<file path="src/rtl/accel_pkg.sv">
// Shared constants, types and decode functions for the accelerometer mode and output block
package accel_pkg;

  // ****************************************************************
  // Clock and input filter timing
  // ****************************************************************
  localparam int unsigned CLK_PERIOD_PS = 4000;  // 250 MHz system clock
  localparam int unsigned SPIKE_MAX_NS  = 50;    // Longest spike to suppress
  // Least stable time rounds up, plus one so a full spike never passes
  localparam int unsigned SPIKE_CYC     =
    (SPIKE_MAX_NS * 1000 + CLK_PERIOD_PS - 1) / CLK_PERIOD_PS + 1;
  localparam int unsigned SPIKE_CNT_W   = $clog2(SPIKE_CYC + 1);
  localparam logic [SPIKE_CNT_W-1:0] SPIKE_CNT_LAST = SPIKE_CNT_W'(SPIKE_CYC - 1);

  // ****************************************************************
  // Data widths and scaling
  // ****************************************************************
  localparam int unsigned AXES      = 3;       // X, Y, Z
  localparam int unsigned RAW_W     = 16;      // Front end word, 4096 counts/g
  localparam int unsigned OUT_W     = 14;      // Output word, two's complement
  localparam logic [OUT_W-1:0] OUT_RESET = 14'h0000;  // Zero g
  localparam logic [OUT_W-1:0] OUT_POS_MAX = 14'h1fff; // Largest positive code
  localparam logic [OUT_W-1:0] OUT_NEG_MAX = 14'h2000; // Most negative code
  localparam int OUT_MAX_INT = 8191;
  localparam int OUT_MIN_INT = -8192;

  // Full-scale select codes
  localparam logic [1:0] FS_2G = 2'h0;  // 4096 counts/g
  localparam logic [1:0] FS_4G = 2'h1;  // 2048 counts/g
  localparam logic [1:0] FS_8G = 2'h2;  // 1024 counts/g

  // ****************************************************************
  // System mode
  // ****************************************************************
  typedef enum logic [3:0] {
    MODE_OFF     = 4'h1,
    MODE_STANDBY = 4'h2,
    MODE_WAKE    = 4'h4,
    MODE_SLEEP   = 4'h8
  } sys_mode_t;

  // Codes reported on the mode status field
  localparam logic [1:0] STAT_STANDBY = 2'h0;
  localparam logic [1:0] STAT_WAKE    = 2'h1;
  localparam logic [1:0] STAT_SLEEP   = 2'h2;

  // Right shift that turns 4096 counts/g into the selected sensitivity
  function automatic logic [1:0] fs_shift(input logic [1:0] fs);
    unique case (fs)
      FS_2G:   fs_shift = 2'h0;
      FS_4G:   fs_shift = 2'h1;
      default: fs_shift = 2'h2;  // 8 g, and the unused code
    endcase
  endfunction

endpackage

</file>
<file path="src/rtl/accel_axis_if.sv">
// Per-axis link between the mode controller and an output formatter
`timescale 1ns/100ps
`default_nettype none

interface accel_axis_if;
  logic                     load;      // Take a new sample this cycle
  logic [1:0]               fs;        // Full-scale select
  logic                     st_en;     // Self-test force applied
  logic signed [15:0]       raw;       // Front end acceleration
  logic signed [15:0]       st_force;  // Signal from the test force
  logic signed [13:0]       data;      // Formatted output word

  modport ctrl (output load, fs, st_en, raw, st_force, input data);
  modport fmt  (input load, fs, st_en, raw, st_force, output data);
endinterface

`default_nettype wire

</file>
<file path="src/rtl/spike_filter.sv">
// Two-flop synchroniser and spike suppressor for one bus input pin
`timescale 1ns/100ps
`default_nettype none

module spike_filter #(
  parameter logic IDLE_LEVEL = 1'b1  // Bus lines idle high
) (
  input  wire logic sys_clk_in,
  input  wire logic srst_in,
  input  wire logic pin_in,
  output logic      level_out
);

  // ****************************************************************
  // State
  // ****************************************************************
  typedef struct packed {
    logic                                s1;     // Sync stage one
    logic                                s2;     // Sync stage two
    logic [accel_pkg::SPIKE_CNT_W-1:0]   cnt;    // Cycles the input differed
    logic                                level;  // Accepted level
  } filt_state_t;

  filt_state_t st_r;   // Registered state
  filt_state_t st_nxt; // Next state

  // Accept a new level only after it has held for the full spike window
  always_comb begin
    st_nxt    = st_r;
    st_nxt.s1 = pin_in;
    st_nxt.s2 = st_r.s1;
    if (st_r.s2 == st_r.level) begin
      // Input agrees, any partial spike is forgotten
      st_nxt.cnt = '0;
    end else if (st_r.cnt == accel_pkg::SPIKE_CNT_LAST) begin
      // Held long enough to be a real edge
      st_nxt.level = st_r.s2;
      st_nxt.cnt   = '0;
    end else begin
      st_nxt.cnt = st_r.cnt + 1'b1;
    end
  end

  // State register
  always_ff @(posedge sys_clk_in) begin
    if (srst_in) begin
      st_r <= '{s1: IDLE_LEVEL, s2: IDLE_LEVEL, cnt: '0, level: IDLE_LEVEL};
    end else begin
      st_r <= st_nxt;
    end
  end

  assign level_out = st_r.level;

  // A level change must be preceded by a full window of disagreement
  property p_spike_window;
    @(posedge sys_clk_in) disable iff (srst_in)
      $changed(st_r.level) |-> $past(st_r.cnt) == accel_pkg::SPIKE_CNT_LAST;
  endproperty
  a_spike_window: assert property (p_spike_window)
    else $error("Filtered level changed before the spike window ran out");

endmodule

`default_nettype wire

</file>
<file path="src/rtl/accel_formatter.sv">
// Output formatter for one axis: self-test sum, range scaling, saturation
`timescale 1ns/100ps
`default_nettype none

module accel_formatter (
  input  wire logic     sys_clk_in,
  input  wire logic     srst_in,
  accel_axis_if.fmt     bus
);

  // ****************************************************************
  // State
  // ****************************************************************
  typedef struct packed {
    logic signed [13:0] data;  // Held output word
  } fmt_state_t;

  fmt_state_t         st_r;    // Registered state
  fmt_state_t         st_nxt;  // Next state
  logic signed [16:0] sum;     // Acceleration plus test force
  logic signed [16:0] scaled;  // Sum at selected sensitivity

  // Form the next output word on a load, otherwise hold it
  always_comb begin
    st_nxt = st_r;
    // Test force adds to the real signal while self-test is on
    sum    = 17'({bus.raw[15], bus.raw}) + (bus.st_en ?
             17'({bus.st_force[15], bus.st_force}) : 17'h0_0000);
    // 4096, 2048 or 1024 counts per g
    scaled = sum >>> accel_pkg::fs_shift(bus.fs);
    if (bus.load) begin
      // Signed two's complement, clipped at the ends of the range
      if (scaled > 17'(accel_pkg::OUT_MAX_INT)) begin
        st_nxt.data = accel_pkg::OUT_POS_MAX;
      end else if (scaled < 17'(accel_pkg::OUT_MIN_INT)) begin
        st_nxt.data = accel_pkg::OUT_NEG_MAX;
      end else begin
        st_nxt.data = scaled[13:0];
      end
    end
  end

  // State register
  always_ff @(posedge sys_clk_in) begin
    if (srst_in) begin
      st_r <= '{data: accel_pkg::OUT_RESET};
    end else begin
      st_r <= st_nxt;
    end
  end

  assign bus.data = st_r.data;

  // In the 2 g range an in-range sample appears one count per count
  property p_scale_2g;
    @(posedge sys_clk_in) disable iff (srst_in)
      bus.load && bus.fs == accel_pkg::FS_2G && !bus.st_en &&
      bus.raw <= 16'sd8191 && bus.raw >= -16'sd8192
      |=> 16'(st_r.data) == $past(bus.raw);
  endproperty
  a_scale_2g: assert property (p_scale_2g)
    else $error("2 g output does not equal the input sample");

  // Under self-test in 8 g the word is a quarter of signal plus force
  property p_self_test_8g;
    @(posedge sys_clk_in) disable iff (srst_in)
      bus.load && bus.fs == accel_pkg::FS_8G && bus.st_en
      |=> 17'(st_r.data) * 4 + 17'sd3 >= 17'($past(bus.raw)) + 17'($past(bus.st_force))
       && 17'(st_r.data) * 4 <= 17'($past(bus.raw)) + 17'($past(bus.st_force));
  endproperty
  a_self_test_8g: assert property (p_self_test_8g)
    else $error("Self-test output is not the scaled sum of signal and force");

endmodule

`default_nettype wire

</file>
<file path="src/rtl/accel_mode_ctrl.sv">
// Mode control, bus pin conditioning and output data path of the accelerometer
// Operation
// - Sensitivity 4096, 2048, 1024 counts per g.
// - Outputs are signed two's complement, zero mid-range.
// - Self-test output sums acceleration and test force.
// - Never hold the serial clock low.
// - Ignore spikes up to 50 ns on bus.
// - Off: everything shut down, bus left alone.
// - Standby: digital only, clocks stopped, registers accessible.
// - Active: analog and digital run, bus accepted.
// - Active to standby keeps every register.
// - Standby to active resets the designated registers.
// - Wake and sleep are both active substates.
`timescale 1ns/100ps
`default_nettype none

module accel_mode_ctrl (
  input  wire logic                sys_clk_in,          // 250 MHz clock
  input  wire logic                srst_in,             // Synchronous reset
  input  wire logic                power_good_in,       // Supply above threshold, async
  input  wire logic                active_req_in,       // Active mode requested
  input  wire logic                sleep_req_in,        // Auto-sleep condition met
  input  wire logic [1:0]          fs_sel_in,           // Full-scale select
  input  wire logic                self_test_in,        // Self-test enable
  input  wire logic                sample_valid_in,     // Front end has a sample
  input  wire logic [2:0][15:0]    raw_accel_in,        // Per-axis acceleration
  input  wire logic [2:0][15:0]    st_force_in,         // Per-axis test force signal
  input  wire logic                sda_drive_low_in,    // Protocol engine pulls data low
  input  wire logic                scl_in,              // Serial clock pin level
  input  wire logic                sda_in,              // Serial data pin level
  output logic                     scl_out,             // Serial clock drive value
  output logic                     scl_oe_out,          // Serial clock drive enable
  output logic                     sda_out,             // Serial data drive value
  output logic                     sda_oe_out,          // Serial data drive enable
  output logic                     scl_filt_out,        // Filtered serial clock
  output logic                     sda_filt_out,        // Filtered serial data
  output logic                     i2c_en_out,          // Protocol engine may respond
  output logic                     digital_en_out,      // Digital blocks powered
  output logic                     analog_en_out,       // Analog subsystem powered
  output logic                     sample_clk_en_out,   // Internal sampling clock runs
  output logic                     reg_reset_out,       // Reset designated registers
  output logic [1:0]               system_mode_status_out, // Standby, wake or sleep
  output logic [2:0][13:0]         accel_out            // Formatted output words
);

  // ****************************************************************
  // State
  // ****************************************************************
  typedef struct packed {
    logic                  pg_s1;      // Power good sync stage one
    logic                  pg_s2;      // Power good sync stage two
    accel_pkg::sys_mode_t  mode;       // Current system mode
    logic [1:0]            status;     // Mode status code
    logic                  i2c_en;     // Bus participation allowed
    logic                  digital_en; // Digital enable
    logic                  analog_en;  // Analog enable
    logic                  sample_en;  // Sampling clock enable
    logic                  reg_reset;  // One-cycle register reset
    logic                  sda_oe;     // Data line pulled low
    logic                  scl_oe;     // Clock line drive, always off
  } ctrl_state_t;

  ctrl_state_t st_r;   // Registered state
  ctrl_state_t st_nxt; // Next state

  // ****************************************************************
  // Mode sequencing and enables
  // ****************************************************************
  // Enables follow the next mode so they line up with the mode register
  always_comb begin
    st_nxt           = st_r;
    st_nxt.pg_s1     = power_good_in;
    st_nxt.pg_s2     = st_r.pg_s1;
    st_nxt.reg_reset = 1'b0;
    if (!st_r.pg_s2) begin
      // Supply lost: drop to off from any mode
      st_nxt.mode = accel_pkg::MODE_OFF;
    end else begin
      unique case (st_r.mode)
        accel_pkg::MODE_OFF: begin
          st_nxt.mode = accel_pkg::MODE_STANDBY;
        end
        accel_pkg::MODE_STANDBY: begin
          if (active_req_in) begin
            st_nxt.mode      = accel_pkg::MODE_WAKE;
            st_nxt.reg_reset = 1'b1;
          end
        end
        accel_pkg::MODE_WAKE: begin
          if (!active_req_in) begin
            // Leaving active keeps all registers, no reset pulse
            st_nxt.mode = accel_pkg::MODE_STANDBY;
          end else if (sleep_req_in) begin
            st_nxt.mode = accel_pkg::MODE_SLEEP;
          end
        end
        accel_pkg::MODE_SLEEP: begin
          if (!active_req_in) begin
            st_nxt.mode = accel_pkg::MODE_STANDBY;
          end else if (!sleep_req_in) begin
            st_nxt.mode = accel_pkg::MODE_WAKE;
          end
        end
        default: begin
          // Illegal code recovers through off
          st_nxt.mode = accel_pkg::MODE_OFF;
        end
      endcase
    end
    // Block enables per mode
    unique case (st_nxt.mode)
      accel_pkg::MODE_STANDBY: begin
        st_nxt.digital_en = 1'b1;
        st_nxt.analog_en  = 1'b0;
        st_nxt.sample_en  = 1'b0;
        st_nxt.i2c_en     = 1'b1;
        st_nxt.status     = accel_pkg::STAT_STANDBY;
      end
      accel_pkg::MODE_WAKE: begin
        st_nxt.digital_en = 1'b1;
        st_nxt.analog_en  = 1'b1;
        st_nxt.sample_en  = 1'b1;
        st_nxt.i2c_en     = 1'b1;
        st_nxt.status     = accel_pkg::STAT_WAKE;
      end
      accel_pkg::MODE_SLEEP: begin
        st_nxt.digital_en = 1'b1;
        st_nxt.analog_en  = 1'b1;
        st_nxt.sample_en  = 1'b1;
        st_nxt.i2c_en     = 1'b1;
        st_nxt.status     = accel_pkg::STAT_SLEEP;
      end
      default: begin
        // Off: all blocks down, bus not touched
        st_nxt.digital_en = 1'b0;
        st_nxt.analog_en  = 1'b0;
        st_nxt.sample_en  = 1'b0;
        st_nxt.i2c_en     = 1'b0;
        st_nxt.status     = accel_pkg::STAT_STANDBY;
      end
    endcase
    // Data line only pulled while bus participation is allowed
    st_nxt.sda_oe = sda_drive_low_in && st_nxt.i2c_en;
    // Clock line is left to the master, so its low period is never stretched
    st_nxt.scl_oe = 1'b0;
  end

  // State register
  always_ff @(posedge sys_clk_in) begin
    if (srst_in) begin
      st_r <= '{pg_s1: 1'b0, pg_s2: 1'b0, mode: accel_pkg::MODE_OFF,
                status: accel_pkg::STAT_STANDBY, i2c_en: 1'b0,
                digital_en: 1'b0, analog_en: 1'b0, sample_en: 1'b0,
                reg_reset: 1'b0, sda_oe: 1'b0, scl_oe: 1'b0};
    end else begin
      st_r <= st_nxt;
    end
  end

  // ****************************************************************
  // Bus pins
  // ****************************************************************
  // Clock line is never driven, so no stretching; data is open drain
  assign scl_out                = 1'b0;
  assign scl_oe_out             = st_r.scl_oe;
  assign sda_out                = 1'b0;
  assign sda_oe_out             = st_r.sda_oe;
  assign i2c_en_out             = st_r.i2c_en;
  assign digital_en_out         = st_r.digital_en;
  assign analog_en_out          = st_r.analog_en;
  assign sample_clk_en_out      = st_r.sample_en;
  assign reg_reset_out          = st_r.reg_reset;
  assign system_mode_status_out = st_r.status;

  // Spike suppression on both bus inputs
  spike_filter #(
    .IDLE_LEVEL (1'b1)
  ) u_scl_filt (
    .sys_clk_in (sys_clk_in),
    .srst_in    (srst_in),
    .pin_in     (scl_in),
    .level_out  (scl_filt_out)
  );

  spike_filter #(
    .IDLE_LEVEL (1'b1)
  ) u_sda_filt (
    .sys_clk_in (sys_clk_in),
    .srst_in    (srst_in),
    .pin_in     (sda_in),
    .level_out  (sda_filt_out)
  );

  // ****************************************************************
  // Output data path
  // ****************************************************************
  // Samples load only while sampling runs, so standby holds the words
  for (genvar g = 0; g < accel_pkg::AXES; g++) begin : g_axis
    accel_axis_if axis_bus ();
    assign axis_bus.load     = sample_valid_in && st_r.sample_en;
    assign axis_bus.fs       = fs_sel_in;
    assign axis_bus.st_en    = self_test_in;
    assign axis_bus.raw      = raw_accel_in[g];
    assign axis_bus.st_force = st_force_in[g];
    assign accel_out[g]      = axis_bus.data;

    accel_formatter u_fmt (
      .sys_clk_in (sys_clk_in),
      .srst_in    (srst_in),
      .bus        (axis_bus.fmt)
    );
  end

  // ****************************************************************
  // Checks
  // ****************************************************************
  property p_no_stretch;
    @(posedge sys_clk_in) disable iff (srst_in)
      !scl_oe_out;
  endproperty
  a_no_stretch: assert property (p_no_stretch)
    else $error("Serial clock line driven by the device");

  property p_off_quiet;
    @(posedge sys_clk_in) disable iff (srst_in)
      st_r.mode == accel_pkg::MODE_OFF
      |-> !sda_oe_out && !i2c_en_out && !analog_en_out && !digital_en_out;
  endproperty
  a_off_quiet: assert property (p_off_quiet)
    else $error("Device active or on the bus while off");

  property p_standby_blocks;
    @(posedge sys_clk_in) disable iff (srst_in)
      st_r.mode == accel_pkg::MODE_STANDBY
      |-> digital_en_out && i2c_en_out && !analog_en_out && !sample_clk_en_out;
  endproperty
  a_standby_blocks: assert property (p_standby_blocks)
    else $error("Wrong block enables in standby");

  property p_active_blocks;
    @(posedge sys_clk_in) disable iff (srst_in)
      st_r.mode inside {accel_pkg::MODE_WAKE, accel_pkg::MODE_SLEEP}
      |-> analog_en_out && digital_en_out && i2c_en_out && sample_clk_en_out;
  endproperty
  a_active_blocks: assert property (p_active_blocks)
    else $error("Active mode without all blocks enabled");

  property p_retain;
    @(posedge sys_clk_in) disable iff (srst_in)
      st_r.mode inside {accel_pkg::MODE_WAKE, accel_pkg::MODE_SLEEP} ##1
      st_r.mode == accel_pkg::MODE_STANDBY
      |-> !reg_reset_out ##1 $stable(accel_out);
  endproperty
  a_retain: assert property (p_retain)
    else $error("Registers disturbed on entry to standby");

  property p_reset_pulse;
    @(posedge sys_clk_in) disable iff (srst_in)
      st_r.mode == accel_pkg::MODE_STANDBY && st_r.pg_s2 && active_req_in
      |=> reg_reset_out && st_r.mode == accel_pkg::MODE_WAKE ##1 !reg_reset_out;
  endproperty
  a_reset_pulse: assert property (p_reset_pulse)
    else $error("No single reset pulse on entry to active");

  property p_status;
    @(posedge sys_clk_in) disable iff (srst_in)
      st_r.mode == accel_pkg::MODE_SLEEP |-> system_mode_status_out ==
      accel_pkg::STAT_SLEEP && $past(st_r.mode) inside
      {accel_pkg::MODE_WAKE, accel_pkg::MODE_SLEEP};
  endproperty
  a_status: assert property (p_status)
    else $error("Sleep status wrong or sleep entered from outside active");

  // Wake always reports the wake code
  property p_status_wake;
    @(posedge sys_clk_in) disable iff (srst_in)
      st_r.mode == accel_pkg::MODE_WAKE |-> system_mode_status_out == accel_pkg::STAT_WAKE;
  endproperty
  a_status_wake: assert property (p_status_wake)
    else $error("Wake mode shows the wrong status code");

  // Register reset pulse only on the first wake cycle after standby
  property p_reset_entry;
    @(posedge sys_clk_in) disable iff (srst_in)
      reg_reset_out |-> st_r.mode == accel_pkg::MODE_WAKE &&
      $past(st_r.mode) == accel_pkg::MODE_STANDBY;
  endproperty
  a_reset_entry: assert property (p_reset_entry)
    else $error("Register reset pulse outside standby to active entry");

  // A supply loss seen at the second sync stage takes the device off at the next edge
  property p_power_loss;
    @(posedge sys_clk_in) disable iff (srst_in)
      !st_r.pg_s2 |=> st_r.mode == accel_pkg::MODE_OFF;
  endproperty
  a_power_loss: assert property (p_power_loss)
    else $error("Device stayed powered after supply loss");

  // Data line pulled only while bus traffic is allowed
  property p_sda_gate;
    @(posedge sys_clk_in) disable iff (srst_in)
      sda_oe_out |-> i2c_en_out && st_r.mode != accel_pkg::MODE_OFF;
  endproperty
  a_sda_gate: assert property (p_sda_gate)
    else $error("Data line pulled while bus traffic is inhibited");

endmodule

`default_nettype wire

</file>
<file path="config.mk">
export PLATFORM = sky130hd
export DESIGN_NAME = accel_mode_ctrl
export DESIGN_NICKNAME = d
export VERILOG_FILES = /design/src/rtl/accel_pkg.sv /design/src/rtl/accel_axis_if.sv /design/src/rtl/spike_filter.sv /design/src/rtl/accel_formatter.sv /design/src/rtl/accel_mode_ctrl.sv
export SDC_FILE = /design/constraint.sdc
export NUM_CORES = 1
export LEC_CHECK = 0
export ABC_AREA = 1
export CAP_MARGIN = 20
export CORE_UTILIZATION = 50
export CTS_BUF_LIST = sky130_fd_sc_hd__clkbuf_16
export CTS_CLUSTER_SIZE = 40
export DETAILED_ROUTE_END_ITERATION = 12
export DONT_BUFFER_PORTS = 1
export PLACE_DENSITY = 0.7
export SLEW_MARGIN = 40
export SYNTH_ARGS = -nofsm -noshare
export SYNTH_HDL_FRONTEND = slang
export SYNTH_SLANG_ARGS = --single-unit
</file>
<file path="constraint.sdc">
create_clock -name sys_clk_in -period 2.65 [get_ports sys_clk_in]
set_input_delay 0.265 -clock sys_clk_in [delete_from_list [all_inputs] [get_ports sys_clk_in]]
set_output_delay 0.265 -clock sys_clk_in [all_outputs]
set_load 0.01 [all_outputs]
</file>
# --- Yosys cells after proc, flatten, opt, wreduce, memory -nomap -nowiden ---
# Cells that the tools add are included.
# Widths: inputs -> output; s select.
word_totals:
  reg_bits: 71
  inputBits: 108
  output_inout_bits: 55
  word_cells: 79
classes:
  addsub: 5
  magnitude_cmp: 6
  n_eq_ne: 12
  n_shift: 3
  n_mux: 19
  n_bitwise: 4
  reduce_logical: 8
ops:
  columns: ["cell", "count"]
  rows:
  - ["$mux 14", 6]
  - ["$add 17x17->17", 3]
  - ["$gt 17x14->1 const B", 3]
  - ["$lt 17x14->1 const B", 3]
  - ["$mux 17", 3]
  - ["$sshr 17x2->17", 3]
  - ["$mux 4", 6]
  - ["$pmux 6 s3", 1]
  - ["$eq 4x4->1 const B", 4]
  - ["$pmux 4 s4", 1]
  - ["$reduce_or 3->1", 3]
  - ["$add 4x1->4 const B", 2]
  - ["$eq 4x2->1 const B", 2]
  - ["$eq 4x3->1 const B", 2]
  - ["$eq 4x1->1 const B", 1]
  - ["$not 1->1", 4]
  - ["$pmux 2 s2", 1]
  - ["$reduce_and 2->1", 2]
  - ["$eq 1x1->1", 2]
  - ["$eq 2x1->1 const B", 1]
  - ["$logic_and 1x1->1", 2]
  - ["$logic_not 2->1", 1]
  - ["$mux 1", 1]

# --- Logic depth before layout (Yosys ltp) ---
depth:
  word_depth: 7
  ltp_mapped: 23
  mapped_depth_nobuf: 20

# --- Modules after synthesis ---
# From an unflattened synthesis, not the netlist that was laid out.
hier_totals:
  hier_cells: 1198
  hier_area_um2: 7462.2
by_module_without_submodules:
  columns: ["module", "n_inst", "cells_per_inst", "area_per_inst_um2"]
  rows:
  - ["accel_formatter (g_axis[1].u_fmt ...)", 2, 353, 2134.5]
  - ["accel_formatter (g_axis[0].u_fmt)", 1, 354, 2113.3]
  - ["accel_mode_ctrl", 1, 78, 551.8]
  - ["spike_filter", 2, 30, 264.0]

# --- Worst setup path before layout ---
# Ideal clock, no wire load.
synth_timing:
  path_type: "input-to-reg"
  from: "input self_test_in"
  to: "register g_axis[1].u_fmt.st_r, in the netlist g_axis[1].u_fmt.bus.data[0]"
  setup_time_ps: 122
  arrival_time_ps: 2712
  setup_slack_ps: -184
  stages: 22
  n_path_buf: 3
  path_cell_list: "clkbuf_1 > clkbuf_1 > nand2_1 > inv_1 > ha_1 > inv_1 > fa_1 > inv_1 > nand3_1 > nand2_1 > nand2_1 > nand2_1 > nand2_1 > nand2_1 > nand2_1 > nand3_1 > nand3_1 > nor2_1 > nand2_1 > nand2_1 > buf_6 > a21oi_2"
synth_via:
  elab_chain_len: 6
synth_lines:
  columns: ["element", "line", "rtl"]
  rows:
  - ["start: declaration", "accel_mode_ctrl.sv:24", "input wire logic self_test_in,"]
  - ["$mux 17 (*)", "accel_formatter.sv:27", "sum = 17'({bus.raw[15], bus.raw}) + (bus.st_en ?"]
  - ["$add 17x17->17 (*)", "accel_formatter.sv:27", null]
  - ["$sshr 17x2->17 (*)", "accel_formatter.sv:30", "scaled = sum >>> accel_pkg::fs_shift(bus.fs);"]
  - ["$lt 17x14->1", "accel_formatter.sv:35", "end else if (scaled < 17'(accel_pkg::OUT_MIN_INT)) begin"]
  - ["$mux 14", "accel_formatter.sv:35", null]
  - ["$mux 14 (*)", "accel_formatter.sv:33", "if (scaled > 17'(accel_pkg::OUT_MAX_INT)) begin"]
  - ["end signal: assignment", "accel_formatter.sv:46", "st_r <= '{data: accel_pkg::OUT_RESET};"]
  - ["end signal: assignment", "accel_formatter.sv:48", "st_r <= st_nxt;"]
  - ["end: declaration", "accel_formatter.sv:18", "fmt_state_t st_r;"]
# Mark *: on every way between the ends. The rest lies on a longest branch, timed or not.
# A chain may end at the register's enable or synchronous reset.

# --- Worst setup path after layout ---
layout_timing:
  from: "input self_test_in"
  to: "register g_axis[2].u_fmt.st_r, in the netlist g_axis[2].u_fmt.bus.data[3]"
layout_via:
  elab_chain_len: 6
layout_lines:
  columns: ["element", "line"]
  rows:
  - ["$mux 17 (*)", "accel_formatter.sv:27"]
  - ["$add 17x17->17 (*)", "accel_formatter.sv:27"]
  - ["$sshr 17x2->17 (*)", "accel_formatter.sv:30"]
  - ["$lt 17x14->1", "accel_formatter.sv:35"]
  - ["$mux 14", "accel_formatter.sv:35"]
  - ["$mux 14 (*)", "accel_formatter.sv:33"]
  - ["end signal: assignment", "accel_formatter.sv:46"]
  - ["end signal: assignment", "accel_formatter.sv:48"]
  - ["end: declaration", "accel_formatter.sv:18"]
# Marks and branches as above.

==> run metrics <==
IO buf count 0; clock period minus final worst setup slack 2.21 ns; worst vdd ir ~0.00033 V; Finished Cell Area around 7300 µm²; Yosys top cell by area nand2_1; Post-Route Utilization between 50% and 60%; vias in the first global route 5906; Post-CTS Setup Bufs 0; layout cells sized above 1 7.52%; CP Data Arrival Time between 2 and 2.5 ns; Reg2Reg Setup Slack approximately 0.94 ns; final worst slack between 0.4 and 0.5 ns; H-tree level count 3; grt ovf 0; reg2reg path depth 6; CTS resizes 0; Vias/cell around 5.0; r2r endpoint g_axis[2].u_fmt.bus.data[10]$_SDFFE_PP0P_; Clock Root Buffer clkbuf_16; Total Negative Setup Slacks 0 ns; placed insts between 1000 and 1500; RSZ-0062 raised after global routing no; status completed; Synth Flop Type dfxtp_1; most common cell after layout, fill and taps aside nand2_1; IO Pins between 150 and 200; final hold violation count 0; cell area after synthesis around 6800 µm²; Leak 4.09 nW; cell count after synthesis 1154; antenna violations before repair 0; unique cell type count in the Yosys netlist 44; Die H 119 µm; dpl hpwl 12800 µm; end point of the critical path g_axis[2].u_fmt.bus.data[3]$_SDFFE_PP0P_; synth warn 0; CP startpoint self_test_in; Fin Clk Skew 0.00363 ns; Setup Crit Path Kind in -> reg; part of the cycle the worst path needs roughly 83%; most frequent cells in the layout nand2_1 (374), inv_1 (204), nand3_1 (81); clk sinks ~70; Pre-antenna DRT Iters 5; PnR Total Power around 3.2 mW; CTS buffer count 9; initial DRC count between 400 and 500; Initial Util approximately half; Finished Layout Cells 1320; Worst-path clk slew approximately 0.05 ns; Post-route DRC 0; CP startpoint kind input pin; clock tree buffer depth 2; Max Cap Viol 0; die area about 14000 µm²; Overall Global Routing Usage ~23%; PwrDens between 400 and 500 nW/µm²; Hold WS between 0.015 and 0.02 ns; Slew Limit Headroom between 50% and 60%; Final #Nets ~1300; WL final around 16000 µm; dpl ws ~0.13 ns; CTS tree yes; FILL cells 1378; Multi-input gate area 4500 µm²; Setup crit end kind flop; setup violators final 0; syn avg cell area between 5 and 6 µm²; number of synthesized register bits just under 70; worst-path fanout max between 40 and 50; FF/Latch Area ~1400 µm²; Antenna Nets Post-Route 0; clk_lat worst skew roughly 0.32 ns; synth top area cells nand2_1 (21%), dfxtp_1 (20%), inv_1 (11%); Routed wire per std cell around 12 µm; Area Growth Syn to Fin 6.09%; Core Footprint about 13000 µm²; width of the die approximately 120 µm; RD Place Congestion approximately 0.89; first-pass GRT wire length roughly 27000 µm; measured slew at the worst slew-check pin approximately 0.6 ns; area post-placement 6970 µm²; Slew Limit Fails 0; post-synthesis sequential area ratio ~20%; # rows 42; worst r2r src analog_en_out$_SDFF_PP0_; Hold Crit Class in -> reg; Post-synth EDFFs 0; Peak Freq between 400 and 500 MHz; largest net degree at the start of global routing slightly below 50; fraction of registers with async set or reset after synthesis 0%; Critical Path RT ~2.9 ns; Antenna Cells 0; vias ~6600; post-cts hold buffer count 1; Synth top area share 20.5%
[per-layer routing]
layer,vias to the layer above,track usage (%),part of all wire (%)
met4,0,5.70,1.5
met1,2876,29.1,48
li1,3580,-,-
met5,-,0,0
met2,150,39.8,46
met3,15,3.30,4.5
[worst min-delay path by stage]
stage | start | end | slack [ns] | cells after the start
2_1_floorplan | scl_in | u_scl_filt.st_nxt[5]$_SDFF_PP1_ | 0.37 | 1
3_3_place_gp | srst_in | g_axis[1].u_fmt.bus.data[13]$_SDFFE_PP0P_ | 0.34 | 1
3_5_place_dp | srst_in | g_axis[1].u_fmt.bus.data[13]$_SDFFE_PP0P_ | 0.34 | 1
4_1_cts | srst_in | reg_reset_out$_SDFF_PP0_ | 0.004 | 1
5_1_grt | srst_in | st_nxt[13]$_SDFF_PP0_ | 0.01 | 1
6_report | srst_in | reg_reset_out$_SDFF_PP0_ | 0.02 | 1
[state kept, by name, summed over array words and instances, names as in the netlist, 2 cells and up]
| register | flops |
|---|---|
| g_axis.u_fmt.bus.data | 42 |
| st_r | 5 |
| system_mode_status_out | 2 |
| u_sda_filt.st_r | 5 |
| u_scl_filt.st_r | 5 |
[cells by family after synthesis]
family                     count (synthesis)  share of synthesized area, %
and+or+nand+nor                          582                          35.4
buffers and inverters                    245                          14.5
AOI/OAI and AO/OA                        169                          15.4
DFF                                       68                          19.9
adders and majority gates                 55                          10.4
xor gates and xnor gates                  34                          4.35
other                                      1                        0.0548
[power by group]
| part | internal [mW] | switching, mW | leakage (nW) |
|---|---|---|---|
| clock | 0.715 | 0.417 | 0.144 |
| combinational | 0.371 | 0.703 | 3.39 |
| sequential | 1.03 | 0.00361 | 0.549 |
| total | 2.12 | 1.12 | 4.09 |
[critical path, stage by stage]
cell and delay (ns):
nand2_1 0.04, inv_1 0.05, ha_1 0.18, inv_1 0.06
fa_1 0.39, inv_1 0.09, nand3_1 0.09, nand2_2 0.10
nand2_1 0.06, nand2_2 0.08, nand2_1 0.09, nand2_1 0.08
nand2_2 0.07, nand2_4 0.09, nand2_1 0.06, nand2_1 0.09
nand3_2 0.07, nand2_2 0.21, nand2_1 0.13, a21oi_2 0.15
[layout make-up]
type | count | area share [%]
clock buffer | 9 | 3.10
clock inverter | 6 | 0.810
inverter | 207 | 10.7
multi-input combinational | 843 | 61.9
sequential | 68 | 18.7
tap | 176 | 3.03
timing repair buffer | 11 | 1.69
[cells in the mapped netlist (5+ instances only)]
cell type,instances
ha_1,52
nand3_2,6
nand2_2,13
xnor2_1,10
buf_6,6
nor3_1,7
buf_4,7
or2_2,5
nor2_1,80
o21ai_0,49
inv_1,202
dfxtp_1,68
a21oi_2,29
o211ai_1,6
nand2_1,374
o22ai_1,9
o221ai_1,6
clkbuf_1,19
xor2_1,24
a21oi_1,57
nand3_1,81
(Power assumes the default switching activity.)
